File: src/wsfg_pkg.sv
// constants for the wake source and fifo gate block
// ==========================================================
// Summary of operation
// - gate set: transition blocks fifo input, keeps contents, drops samples until emptied
// - gate set: sample arriving before fifo emptied sets gate overflow error
// - error holds while fifo unemptied, clears on empty; host empties to clear
// - transient detection wakes system only when its wake enable is one
// - orientation detection wakes system only when its wake enable is one
// - tap detection wakes system only when its wake enable is one
// - first freefall/motion channel wakes system only when enabled
// - second freefall/motion channel wakes system only when enabled
// - gate clear: fifo flushed on every wake/sleep mode change
package wsfg_pkg;

  // ==========================================================
  // register bus
  localparam int unsigned ADDR_W = 8;
  localparam int unsigned DATA_W = 8;

  // ==========================================================
  // register offsets
  localparam logic [7:0] OFS_MODE_STATUS = 8'h14;
  localparam logic [7:0] OFS_WAKE_CTRL = 8'h3a;
  localparam logic [7:0] OFS_IRQ_STATUS = 8'h40;
  localparam logic [7:0] OFS_IRQ_MASK = 8'h41;

  // ==========================================================
  // wake control field positions
  localparam int unsigned BIT_FIFO_GATE = 7;
  localparam int unsigned BIT_TRANS_WAKE = 6;
  localparam int unsigned BIT_ORIENT_WAKE = 5;
  localparam int unsigned BIT_TAP_WAKE = 4;
  localparam int unsigned BIT_FFMT1_WAKE = 3;
  localparam int unsigned BIT_FFMT2_WAKE = 2;
  localparam logic [7:0] WAKE_CTRL_MASK = 8'hfc;
  localparam logic [7:0] WAKE_CTRL_RST = 8'h00;

  // ==========================================================
  // mode status field positions
  localparam int unsigned BIT_GATE_ERR = 7;
  localparam int unsigned BIT_GATE_ACTIVE = 1;
  localparam int unsigned BIT_WAKE_MODE = 0;

  // ==========================================================
  // interrupt status bits and reset values
  localparam int unsigned IRQ_N = 4;
  localparam int unsigned IRQ_WAKE_ENTER = 0;
  localparam int unsigned IRQ_SLEEP_ENTER = 1;
  localparam int unsigned IRQ_GATE_ERR = 2;
  localparam int unsigned IRQ_SAMPLE_DROP = 3;
  localparam logic [3:0] IRQ_MASK_RST = 4'h0;

  // ==========================================================
  // detection sources, index into the source vector
  localparam int unsigned SRC_N = 5;
  localparam int unsigned SRC_TRANS = 4;
  localparam int unsigned SRC_ORIENT = 3;
  localparam int unsigned SRC_TAP = 2;
  localparam int unsigned SRC_FFMT1 = 1;
  localparam int unsigned SRC_FFMT2 = 0;

  // ==========================================================
  // system mode
  typedef enum logic {MODE_WAKE, MODE_SLEEP} wsfg_mode_t;

endpackage

File: src/wsfg_wake_if.sv
// bundle between mode control and wake source selection
`timescale 1ns/1ps
interface wsfg_wake_if;
  logic [wsfg_pkg::SRC_N-1:0] det;
  logic [wsfg_pkg::SRC_N-1:0] en;
  logic sleeping;
  logic wake_req;

  // ==========================================================
  // selector side and controller side
  modport sel (
    input det,
    input en,
    input sleeping,
    output wake_req
  );
  modport ctl (
    output det,
    output en,
    output sleeping,
    input wake_req
  );
endinterface

File: src/wsfg_wake_sel.sv
// wake source selection: gates each detection by its enable
`timescale 1ns/1ps
module wsfg_wake_sel (
  wsfg_wake_if.sel wk
);
  logic [wsfg_pkg::SRC_N-1:0] gated;

  // ==========================================================
  // per source gate; disabled sources are masked out in sleep
  for (genvar i = 0; i < wsfg_pkg::SRC_N; i++) begin : g_src
    assign gated[i] = wk.det[i] & wk.en[i];
  end

  // any enabled source asks for wake while asleep
  assign wk.wake_req = wk.sleeping & (|gated);
endmodule

File: src/wsfg_top.sv
// wake source selection and fifo gate control
`timescale 1ns/1ps
module wsfg_top (
  input wire logic CLK_SYS,
  input wire logic SYS_RST,
  // register port
  input wire logic [wsfg_pkg::ADDR_W-1:0] REG_ADDR,
  input wire logic [wsfg_pkg::DATA_W-1:0] REG_WDATA,
  input wire logic REG_WR,
  input wire logic REG_RD,
  output logic [wsfg_pkg::DATA_W-1:0] REG_RDATA,
  // detection interrupts, levels
  input wire logic DET_TRANS,
  input wire logic DET_ORIENT,
  input wire logic DET_TAP,
  input wire logic DET_FFMT1,
  input wire logic DET_FFMT2,
  // auto sleep request from the inactivity timer
  input wire logic SLEEP_REQ,
  // sample path to the fifo storage
  input wire logic SAMPLE_VALID,
  input wire logic FIFO_EMPTY,
  output logic FIFO_WR_EN,
  output logic FIFO_FLUSH,
  // mode and interrupt
  output logic WAKE_MODE,
  output logic IRQ
);

  // ==========================================================
  // declarations
  logic [7:0] ctrl_q;
  logic [7:0] ctrl_d;
  logic [wsfg_pkg::IRQ_N-1:0] mask_q;
  logic [wsfg_pkg::IRQ_N-1:0] mask_d;
  wsfg_pkg::wsfg_mode_t mode_q;
  wsfg_pkg::wsfg_mode_t mode_d;
  logic gate_q;
  logic gate_d;
  logic err_q;
  logic err_d;
  logic flush_q;
  logic flush_d;
  logic wr_en_q;
  logic wr_en_d;
  logic [wsfg_pkg::IRQ_N-1:0] ist_q;
  logic [wsfg_pkg::IRQ_N-1:0] ist_d;
  logic [7:0] rdata_q;
  logic [7:0] rdata_d;
  logic irq_q;
  logic irq_d;
  logic wr_ctrl;
  logic wr_mask;
  logic rd_ist;
  logic mode_change;
  logic to_sleep;
  logic to_wake;
  logic gate_on;
  logic drop;
  logic err_rise;
  logic [wsfg_pkg::IRQ_N-1:0] ev;

  wsfg_wake_if wk ();

  // ==========================================================
  // wake source selection
  assign wk.det[wsfg_pkg::SRC_TRANS] = DET_TRANS;
  assign wk.det[wsfg_pkg::SRC_ORIENT] = DET_ORIENT;
  assign wk.det[wsfg_pkg::SRC_TAP] = DET_TAP;
  assign wk.det[wsfg_pkg::SRC_FFMT1] = DET_FFMT1;
  assign wk.det[wsfg_pkg::SRC_FFMT2] = DET_FFMT2;

  // enables come straight from the control register
  assign wk.en[wsfg_pkg::SRC_TRANS] = ctrl_q[wsfg_pkg::BIT_TRANS_WAKE];
  assign wk.en[wsfg_pkg::SRC_ORIENT] = ctrl_q[wsfg_pkg::BIT_ORIENT_WAKE];
  assign wk.en[wsfg_pkg::SRC_TAP] = ctrl_q[wsfg_pkg::BIT_TAP_WAKE];
  assign wk.en[wsfg_pkg::SRC_FFMT1] = ctrl_q[wsfg_pkg::BIT_FFMT1_WAKE];
  assign wk.en[wsfg_pkg::SRC_FFMT2] = ctrl_q[wsfg_pkg::BIT_FFMT2_WAKE];
  assign wk.sleeping = (mode_q == wsfg_pkg::MODE_SLEEP);

  wsfg_wake_sel u_sel (
    .wk(wk.sel)
  );

  // ==========================================================
  // register decode
  assign wr_ctrl = REG_WR && (REG_ADDR == wsfg_pkg::OFS_WAKE_CTRL);
  assign wr_mask = REG_WR && (REG_ADDR == wsfg_pkg::OFS_IRQ_MASK);
  assign rd_ist = REG_RD && (REG_ADDR == wsfg_pkg::OFS_IRQ_STATUS);

  // control and mask registers, next value
  always_comb begin
    ctrl_d = ctrl_q;
    mask_d = mask_q;
    if (wr_ctrl) begin
      ctrl_d = REG_WDATA & wsfg_pkg::WAKE_CTRL_MASK;
    end
    if (wr_mask) begin
      mask_d = REG_WDATA[wsfg_pkg::IRQ_N-1:0];
    end
  end

  // control and mask registers, storage
  always_ff @(posedge CLK_SYS or posedge SYS_RST) begin
    if (SYS_RST) begin
      ctrl_q <= wsfg_pkg::WAKE_CTRL_RST;
      mask_q <= wsfg_pkg::IRQ_MASK_RST;
    end else begin
      ctrl_q <= ctrl_d;
      mask_q <= mask_d;
    end
  end

  // ==========================================================
  // system mode
  // sleep request wins only in wake; wake request only in sleep
  always_comb begin
    mode_d = mode_q;
    unique case (mode_q)
      wsfg_pkg::MODE_WAKE: begin
        if (SLEEP_REQ) begin
          mode_d = wsfg_pkg::MODE_SLEEP;
        end
      end
      wsfg_pkg::MODE_SLEEP: begin
        if (wk.wake_req) begin
          mode_d = wsfg_pkg::MODE_WAKE;
        end
      end
    endcase
  end

  // mode storage
  always_ff @(posedge CLK_SYS or posedge SYS_RST) begin
    if (SYS_RST) begin
      mode_q <= wsfg_pkg::MODE_WAKE;
    end else begin
      mode_q <= mode_d;
    end
  end

  // transition strobes, one cycle, in the cycle before the new mode
  assign to_sleep = (mode_q == wsfg_pkg::MODE_WAKE) && (mode_d == wsfg_pkg::MODE_SLEEP);
  assign to_wake = (mode_q == wsfg_pkg::MODE_SLEEP) && (mode_d == wsfg_pkg::MODE_WAKE);
  assign mode_change = to_sleep || to_wake;
  assign gate_on = ctrl_q[wsfg_pkg::BIT_FIFO_GATE];

  // ==========================================================
  // fifo gate
  // gate closes on a mode change with gating on, opens once empty;
  // a sample while closed is dropped and, if still unemptied, errs
  always_comb begin
    gate_d = gate_q;
    err_d = err_q;
    flush_d = 1'b0;
    wr_en_d = 1'b0;
    drop = 1'b0;
    if (gate_q && FIFO_EMPTY) begin
      gate_d = 1'b0;
      err_d = 1'b0;
    end
    if (gate_q && SAMPLE_VALID) begin
      drop = 1'b1;
      if (!FIFO_EMPTY) begin
        err_d = 1'b1;
      end
    end else if (SAMPLE_VALID) begin
      wr_en_d = 1'b1;
    end
    // a sample on the transition edge never enters, gated or not
    if (mode_change) begin
      wr_en_d = 1'b0;
      drop = SAMPLE_VALID;
      if (gate_on) begin
        gate_d = 1'b1;
      end else begin
        flush_d = 1'b1;
      end
    end
  end

  // gate storage
  always_ff @(posedge CLK_SYS or posedge SYS_RST) begin
    if (SYS_RST) begin
      gate_q <= 1'b0;
      err_q <= 1'b0;
      flush_q <= 1'b0;
      wr_en_q <= 1'b0;
    end else begin
      gate_q <= gate_d;
      err_q <= err_d;
      flush_q <= flush_d;
      wr_en_q <= wr_en_d;
    end
  end

  assign err_rise = err_d && !err_q;

  // ==========================================================
  // interrupt status, sticky; a read clears, a new event wins
  assign ev[wsfg_pkg::IRQ_WAKE_ENTER] = to_wake;
  assign ev[wsfg_pkg::IRQ_SLEEP_ENTER] = to_sleep;
  assign ev[wsfg_pkg::IRQ_GATE_ERR] = err_rise;
  assign ev[wsfg_pkg::IRQ_SAMPLE_DROP] = drop;

  always_comb begin
    ist_d = ist_q;
    if (rd_ist) begin
      ist_d = '0;
    end
    ist_d = ist_d | ev;
    irq_d = |(ist_d & mask_d);
  end

  // status and interrupt storage
  always_ff @(posedge CLK_SYS or posedge SYS_RST) begin
    if (SYS_RST) begin
      ist_q <= '0;
      irq_q <= 1'b0;
    end else begin
      ist_q <= ist_d;
      irq_q <= irq_d;
    end
  end

  // ==========================================================
  // read data, one cycle after the strobe; unmapped reads zero
  always_comb begin
    rdata_d = 8'h00;
    if (REG_RD) begin
      unique case (REG_ADDR)
        wsfg_pkg::OFS_MODE_STATUS: begin
          rdata_d[wsfg_pkg::BIT_GATE_ERR] = err_q;
          rdata_d[wsfg_pkg::BIT_GATE_ACTIVE] = gate_q;
          rdata_d[wsfg_pkg::BIT_WAKE_MODE] = (mode_q == wsfg_pkg::MODE_WAKE);
        end
        wsfg_pkg::OFS_WAKE_CTRL: begin
          rdata_d = ctrl_q;
        end
        wsfg_pkg::OFS_IRQ_STATUS: begin
          rdata_d[wsfg_pkg::IRQ_N-1:0] = ist_q;
        end
        wsfg_pkg::OFS_IRQ_MASK: begin
          rdata_d[wsfg_pkg::IRQ_N-1:0] = mask_q;
        end
        default: begin
          rdata_d = 8'h00;
        end
      endcase
    end
  end

  // read data storage
  always_ff @(posedge CLK_SYS or posedge SYS_RST) begin
    if (SYS_RST) begin
      rdata_q <= 8'h00;
    end else begin
      rdata_q <= rdata_d;
    end
  end

  // ==========================================================
  // outputs
  assign REG_RDATA = rdata_q;
  assign FIFO_WR_EN = wr_en_q;
  assign FIFO_FLUSH = flush_q;
  assign WAKE_MODE = (mode_q == wsfg_pkg::MODE_WAKE);
  assign IRQ = irq_q;

endmodule

File: config.mk
export PLATFORM = sky130hd
export DESIGN_NAME = wsfg_top
export DESIGN_NICKNAME = d
export VERILOG_FILES = /design/src/wsfg_pkg.sv /design/src/wsfg_wake_if.sv /design/src/wsfg_wake_sel.sv /design/src/wsfg_top.sv
export SDC_FILE = /design/constraint.sdc
export NUM_CORES = 1
export LEC_CHECK = 0
export ABC_AREA = 1
export BUFFER_PORTS_ARGS = -buffer_cell sky130_fd_sc_hd__buf_2
export CAP_MARGIN = 20
export CORE_MARGIN = 2
export CORE_UTILIZATION = 30
export CTS_BUF_LIST = sky130_fd_sc_hd__clkbuf_16
export DETAILED_ROUTE_END_ITERATION = 10
export GPL_TIMING_DRIVEN = 0
export MAX_ROUTING_LAYER = met4
export PLACE_DENSITY = 0.5
export SKIP_LAST_GASP = 1
export SLEW_MARGIN = 20
export SYNTH_ARGS = -nofsm -noshare
export SYNTH_HDL_FRONTEND = slang
export SYNTH_SLANG_ARGS = --single-unit
File: constraint.sdc
create_clock -name CLK_SYS -period 1.6 [get_ports CLK_SYS]
set_input_delay 0.24 -clock CLK_SYS [delete_from_list [all_inputs] [get_ports CLK_SYS]]
set_output_delay 0.24 -clock CLK_SYS [all_outputs]
set_load 0.1 [all_outputs]
Yosys cells after proc, flatten, opt, wreduce, memory -nomap -nowiden:

Cells that the tools add are included.

* bits in registers: 28
* logic and storage cells: 59

* equal/unequal tests: 4
* muxes and demuxes: 23
* bitwise gates (word level): 10
* reduce and logical (&&, ||, !) cells: 12

Operators by type and width (number)
* 8-bit by 7-bit equality test with 1-bit output, second input constant: 2
* 1-bit two-way mux: 15
* 2-bit case mux with 3 select lines: 2
* 8-bit by 5-bit equality test with 1-bit output, second input constant: 1
* 8-bit by 6-bit equality test with 1-bit output, second input constant: 1
* 1-bit logical AND: 8
* 4-bit two-way mux: 2
* 8-bit two-way mux: 1
* 1-bit bitwise AND: 6
* 5-bit OR reduction: 1
* 4-bit bitwise AND: 1
* 4-bit OR: 1
* 1-bit case mux with 2 select lines: 2
* 4-bit OR reduction: 1
* 3-bit two-way mux: 1
* 1-bit inverter: 2
* 1-bit zero test: 1
* 1-bit logical OR: 1

Depth between registers and ports, before layout:

* depth after elaboration: 12
* gate-level depth with buffers: 10
* mapped depth without buffers: 10

Cells and area by module:

A second synthesis with hierarchy kept.

* cell total of the unflattened synthesis: 165
* area total of the unflattened synthesis: 1392.6 um2

Modules (own cells, without submodules)
* wsfg_top: instances 1, cells each 155, area each 1351.3 um2
* wsfg_wake_sel: instances 1, cells each 10, area each 41.3 um2

Worst setup path before layout:

OpenSTA, ideal clock, no wires.

* kind: register to register
* start: register mode_q
* end: register rdata_q[0] (netlist: REG_RDATA[0])
* library setup time: 63 ps
* data arrival time: 1307 ps
* required time: 1537 ps
* slack: 231 ps
* stages on the path, launching flop included: 6
* buffers on the path: 0
* cell sequence: dfrtp_1 -> inv_1 -> nand3_1 -> nand3_1 -> nand2_1 -> inv_1

* longest elaborated chain between the ends: 3

RTL lines
* start: declaration: line wsfg_top.sv:36 `wsfg_pkg::wsfg_mode_t mode_q;`
* start signal: assignment: line wsfg_top.sv:136 `mode_q <= wsfg_pkg::MODE_WAKE;`
* start signal: assignment: line wsfg_top.sv:138 `mode_q <= mode_d;`
* 1-bit inverter
* via WAKE_MODE: line wsfg_top.sv:26 `output logic WAKE_MODE,`
* 2-bit case mux with 3 select lines: line wsfg_top.sv:231 `unique case (REG_ADDR)`
* 8-bit two-way mux: line wsfg_top.sv:230 `if (REG_RD) begin`
* via rdata_d[0]: line wsfg_top.sv:49 `logic [7:0] rdata_d;`
* end signal: assignment: line wsfg_top.sv:258 `rdata_q <= rdata_d;`
* end: declaration: line wsfg_top.sv:48 `logic [7:0] rdata_q;`

The timed path passes the listed nets, and every way through them passes these cells.
A chain may end at the register's enable or synchronous reset.

Worst setup path in the final report:

* start: register mode_q
* end: output port WAKE_MODE

* longest elaborated chain between the ends: 1

RTL lines (line)
* 1-bit inverter
* end: declaration: wsfg_top.sv:26

No other way between the ends.

==> results_tabular.tex <==
\begin{tabular}{lr}
\hline
Metric & Value \\
\hline
\multicolumn{2}{l}{\textbf{Die}} \\
Initial Utilization & 0.311 \\
Chip width & 71.2 um \\
Die area & 0.00507 sq mm \\
Core Footprint & 0.00435 sq mm \\
IO Count & 40 \\
Vertical extent of the die & 71.2 um \\
Number of rows created at floorplan & 24 \\
\multicolumn{2}{l}{\textbf{Logic synthesis}} \\
Syn Nets & 187 \\
Post-synthesis sequential area ratio & 0.517 \\
Main flop type after synthesis & sky130\_fd\_sc\_hd\_\_dfrtp\_1 \\
Count of yosys warnings during synthesis & 0 \\
Number of enable-type register cells in the synthesized netlist & 0 \\
Summed instance area of the synthesized netlist & 0.00136 sq mm \\
Distinct cell type count after synthesis & 23 \\
Biggest area consumer among synthesized cells & sky130\_fd\_sc\_hd\_\_dfrtp\_1 \\
Flop and latch count out of synthesis & 28 \\
Portion of synthesized cell area occupied by the leading cell type & 0.517 \\
Mean instance size in the synthesized netlist & 8.52 sq um \\
Share of async-settable or async-resettable flops after synthesis & 1.00 \\
Gate count of the mapped netlist & 159 \\
Cell types occupying the most area after synthesis & sky130\_fd\_sc\_hd\_\_dfrtp\_1 52\%, sky130\_fd\_sc\_hd\_\_nand2\_1 11\%, sky130\_fd\_sc\_hd\_\_nand3\_1 7.0\%, sky130\_fd\_sc\_hd\_\_inv\_1 5.8\%, sky130\_fd\_sc\_hd\_\_nand2\_2 2.3\% \\
\multicolumn{2}{l}{\textbf{Global routing}} \\
Global route overflow & 0 \\
Pin count of the biggest net entering global routing & 19 \\
Vias in the first global route & 1062 \\
Initial antenna violation count & 0 \\
Global-route usage over all layers & 0.124 \\
First-pass GRT wire length & 4890 um \\
\multicolumn{2}{l}{\textbf{Clocking}} \\
CTS tree & done \\
CTS HTree Levels & 1 \\
Total CTS buffers & 3 \\
Buffer count from post-CTS setup fixing & 0 \\
Insertion delay to the later sink of the worst-skew pair & 260 ps \\
Root buffer cell & sky130\_fd\_sc\_hd\_\_clkbuf\_16 \\
Clock edge transition at the registers on the reported setup and hold paths & 70 ps \\
Clock net sink count & 28 \\
Number of gates given a new drive strength after cts & 0 \\
Max Root-Sink Buffers & 2 \\
Hold-fix buffers at CTS & 0 \\
\multicolumn{2}{l}{\textbf{Outcome}} \\
Status & finished, violations left \\
Failing checks & negative hold slack \\
\multicolumn{2}{l}{\textbf{Critical path}} \\
Setup Crit Path Kind & flop to output port \\
Kind of end point of the critical path & output port \\
Reg2reg setup slack & 250 ps \\
Dominant delay contributor by cell family on the critical path & buffers and inverters \\
Critical path, cell by cell & inv\_1 -> buf\_2 \\
Biggest cell delay along the critical path & 440 ps \\
Launching instance or port of the critical path & mode\_q \\
Arr. time, crit path & 1230 ps \\
Critical Path Start Type & flop \\
Cell count along the critical path & 2 \\
Critical path data required time & 1360 ps \\
Combined buffer and inverter count along the critical path & 2 \\
Termination of the worst setup path & WAKE\_MODE \\
Depth of the most critical reg-to-reg path & 8 \\
Crit path max-delay cell type & sky130\_fd\_sc\_hd\_\_buf\_2 \\
Max FO, Critical Path & 3 \\
Endpoint of the worst register-to-register path & IRQ \\
RR Startpoint & ctrl\_q[5] \\
\multicolumn{2}{l}{\textbf{Timing}} \\
Endpoints failing setup & 0 \\
Transition at the pin with the smallest max-transition slack & 497 ps \\
Time the final worst path needs with I/O delays and setup & 1470 ps \\
Worst path setup slack after routing & 133 ps \\
Unrepaired setup endpoints after global routing & no \\
Tcrit/Tclk final & 0.917 \\
Number of hold violations in the final report & 10 \\
Total Neg Setup Slack & 0 ps \\
Max-slew headroom at the worst pin & 0.668 \\
Highest clock frequency the design can meet & 682 MHz \\
Clock Skews & 2.81 ps \\
Max-slew violation count & 0 \\
Worst hold slack after final layout & -1.01 ps \\
\multicolumn{2}{l}{\textbf{Detailed routing}} \\
Via-to-Cell Ratio & 4.33 \\
First-pass iteration count of the detailed router & 4 \\
Routed wirelength normalized by instance count & 11.1 um \\
DRC Markers & 0 \\
Via total after detailed routing & 1099 \\
Number of routed nets with antenna violations & 0 \\
Drt initial violations & 63 \\
DRT Wirelength & 2810 um \\
\multicolumn{2}{l}{\textbf{Power and ir drop}} \\
Power per unit of standard cell area & 980 mW/mm\^{}2 \\
Leakage power summed over all cells & 0.957 nW \\
IR drop worst, VDD & 0.543 mV \\
\multicolumn{2}{l}{\textbf{Final layout}} \\
Diodes inserted & 0 \\
Utilization of the core after routing & 0.394 \\
Layout filler cell count & 448 \\
Highest-count cells in the layout ignoring fill and taps & 41 x sky130\_fd\_sc\_hd\_\_nand2\_1, 39 x sky130\_fd\_sc\_hd\_\_buf\_2, 28 x sky130\_fd\_sc\_hd\_\_dfrtp\_1, 21 x sky130\_fd\_sc\_hd\_\_inv\_1, 19 x sky130\_fd\_sc\_hd\_\_nand3\_1 \\
Post-layout nets & 231 \\
Share of layout cells above drive strength 1 & 0.337 \\
Number of cells in the finished layout apart from fillers & 254 \\
Post-synthesis to final-layout area growth & 26.7\% \\
Most common cell after layout, fill and taps aside & sky130\_fd\_sc\_hd\_\_nand2\_1 \\
\multicolumn{2}{l}{\textbf{Worst hold path}} \\
Type of the tightest min-delay check & input pin to asynchronous set/reset pin \\
\multicolumn{2}{l}{\textbf{Place}} \\
Worst-case setup slack after placement & 179 ps \\
Half-perimeter wire length of the detailed placement result & 2290 um \\
Number of buffer cells added on primary ports & 38 \\
Number of placed instances with taps included & 250 \\
Last weighted congestion value of the routability-driven placer & 0.773 \\
\multicolumn{2}{l}{\textbf{Run}} \\
Count of max-cap constraint violations & 0 \\
\hline
\end{tabular}
synth_stat cells (2+ instances only):
library cell,number
sky130_fd_sc_hd__dfrtp_1,28
sky130_fd_sc_hd__nor2_1,8
sky130_fd_sc_hd__nor2_2,3
sky130_fd_sc_hd__nand2_1,41
sky130_fd_sc_hd__nand3_2,2
sky130_fd_sc_hd__nor2_4,2
sky130_fd_sc_hd__nand3_1,19
sky130_fd_sc_hd__buf_6,2
sky130_fd_sc_hd__o21ai_1,2
sky130_fd_sc_hd__o21ai_0,2
sky130_fd_sc_hd__o21ai_2,2
sky130_fd_sc_hd__inv_2,5
sky130_fd_sc_hd__a21oi_1,3
sky130_fd_sc_hd__nand4_1,5
sky130_fd_sc_hd__inv_1,21
sky130_fd_sc_hd__nand2_2,5
sky130_fd_sc_hd__a21oi_2,3
report_power, final:
group          switching (mW)  internal (mW)
clock                   0.227          0.334
sequential             0.0244          0.759
combinational           0.252         0.0858
layer usage:
metal	GRT usage	vias up	share of wire
met4	0.0314	0	0.0068
met1	0.179	481	0.50
met3	0.0285	2	0.047
li1	-	596	-
met5	-	-	0
met2	0.177	20	0.45
worst min path at each step:
stage                     slack (ps)       start  cells after the start           end
after floorplan                  310     SYS_RST                      1    FIFO_FLUSH
after global placement           450  FIFO_EMPTY                      2         err_q
after detailed placement         290     SYS_RST                      2  REG_RDATA[4]
after CTS                         10     SYS_RST                      2  REG_RDATA[4]
after global routing              40     SYS_RST                      2  REG_RDATA[6]
final                             -1     SYS_RST                      2  REG_RDATA[4]
per-stage QoR:
stage                     cell area (sq um)  power [mW]
after CTS                              1720        1.70
after floorplan                        1360        1.04
after detailed placement               1640        1.14
after global placement                 1610        1.13
final                                  1720        1.68
after global routing                   1720        1.78
worst register-to-register path, delay by kind of cell (launching register included):
kind             cells  cell delay, ps
AND/OR/NAND/NOR      7             540
flip-flops           1             370
AO/OA/AOI/OAI        1             330
final cells by class:
| type | count | area (sq um) | area share |
|---|---|---|---|
| multi-input cells | 102 | 529 | 0.308 |
| well taps | 52 | 65.1 | 0.0379 |
| clock inverters | 1 | 3.75 | 0.00219 |
| plain buffers | 3 | 27.5 | 0.0160 |
| inverters | 26 | 97.6 | 0.0569 |
| clock buffers | 3 | 75.1 | 0.0437 |
| flip-flops and latches | 28 | 701 | 0.408 |
| repair buffers | 39 | 218 | 0.127 |
flip-flops by register name (all words and copies together) (netlist names), 4 cells and up:
signal	flops
REG_RDATA	8
ist_q	4
ctrl_q	6
mask_q	4
logic make-up after synthesis:
logic type / share of synthesized area
compound gates: 0.0693
buf+inv: 0.0923
flops: 0.517
simple gates: 0.321
(Power assumes the default switching activity.)
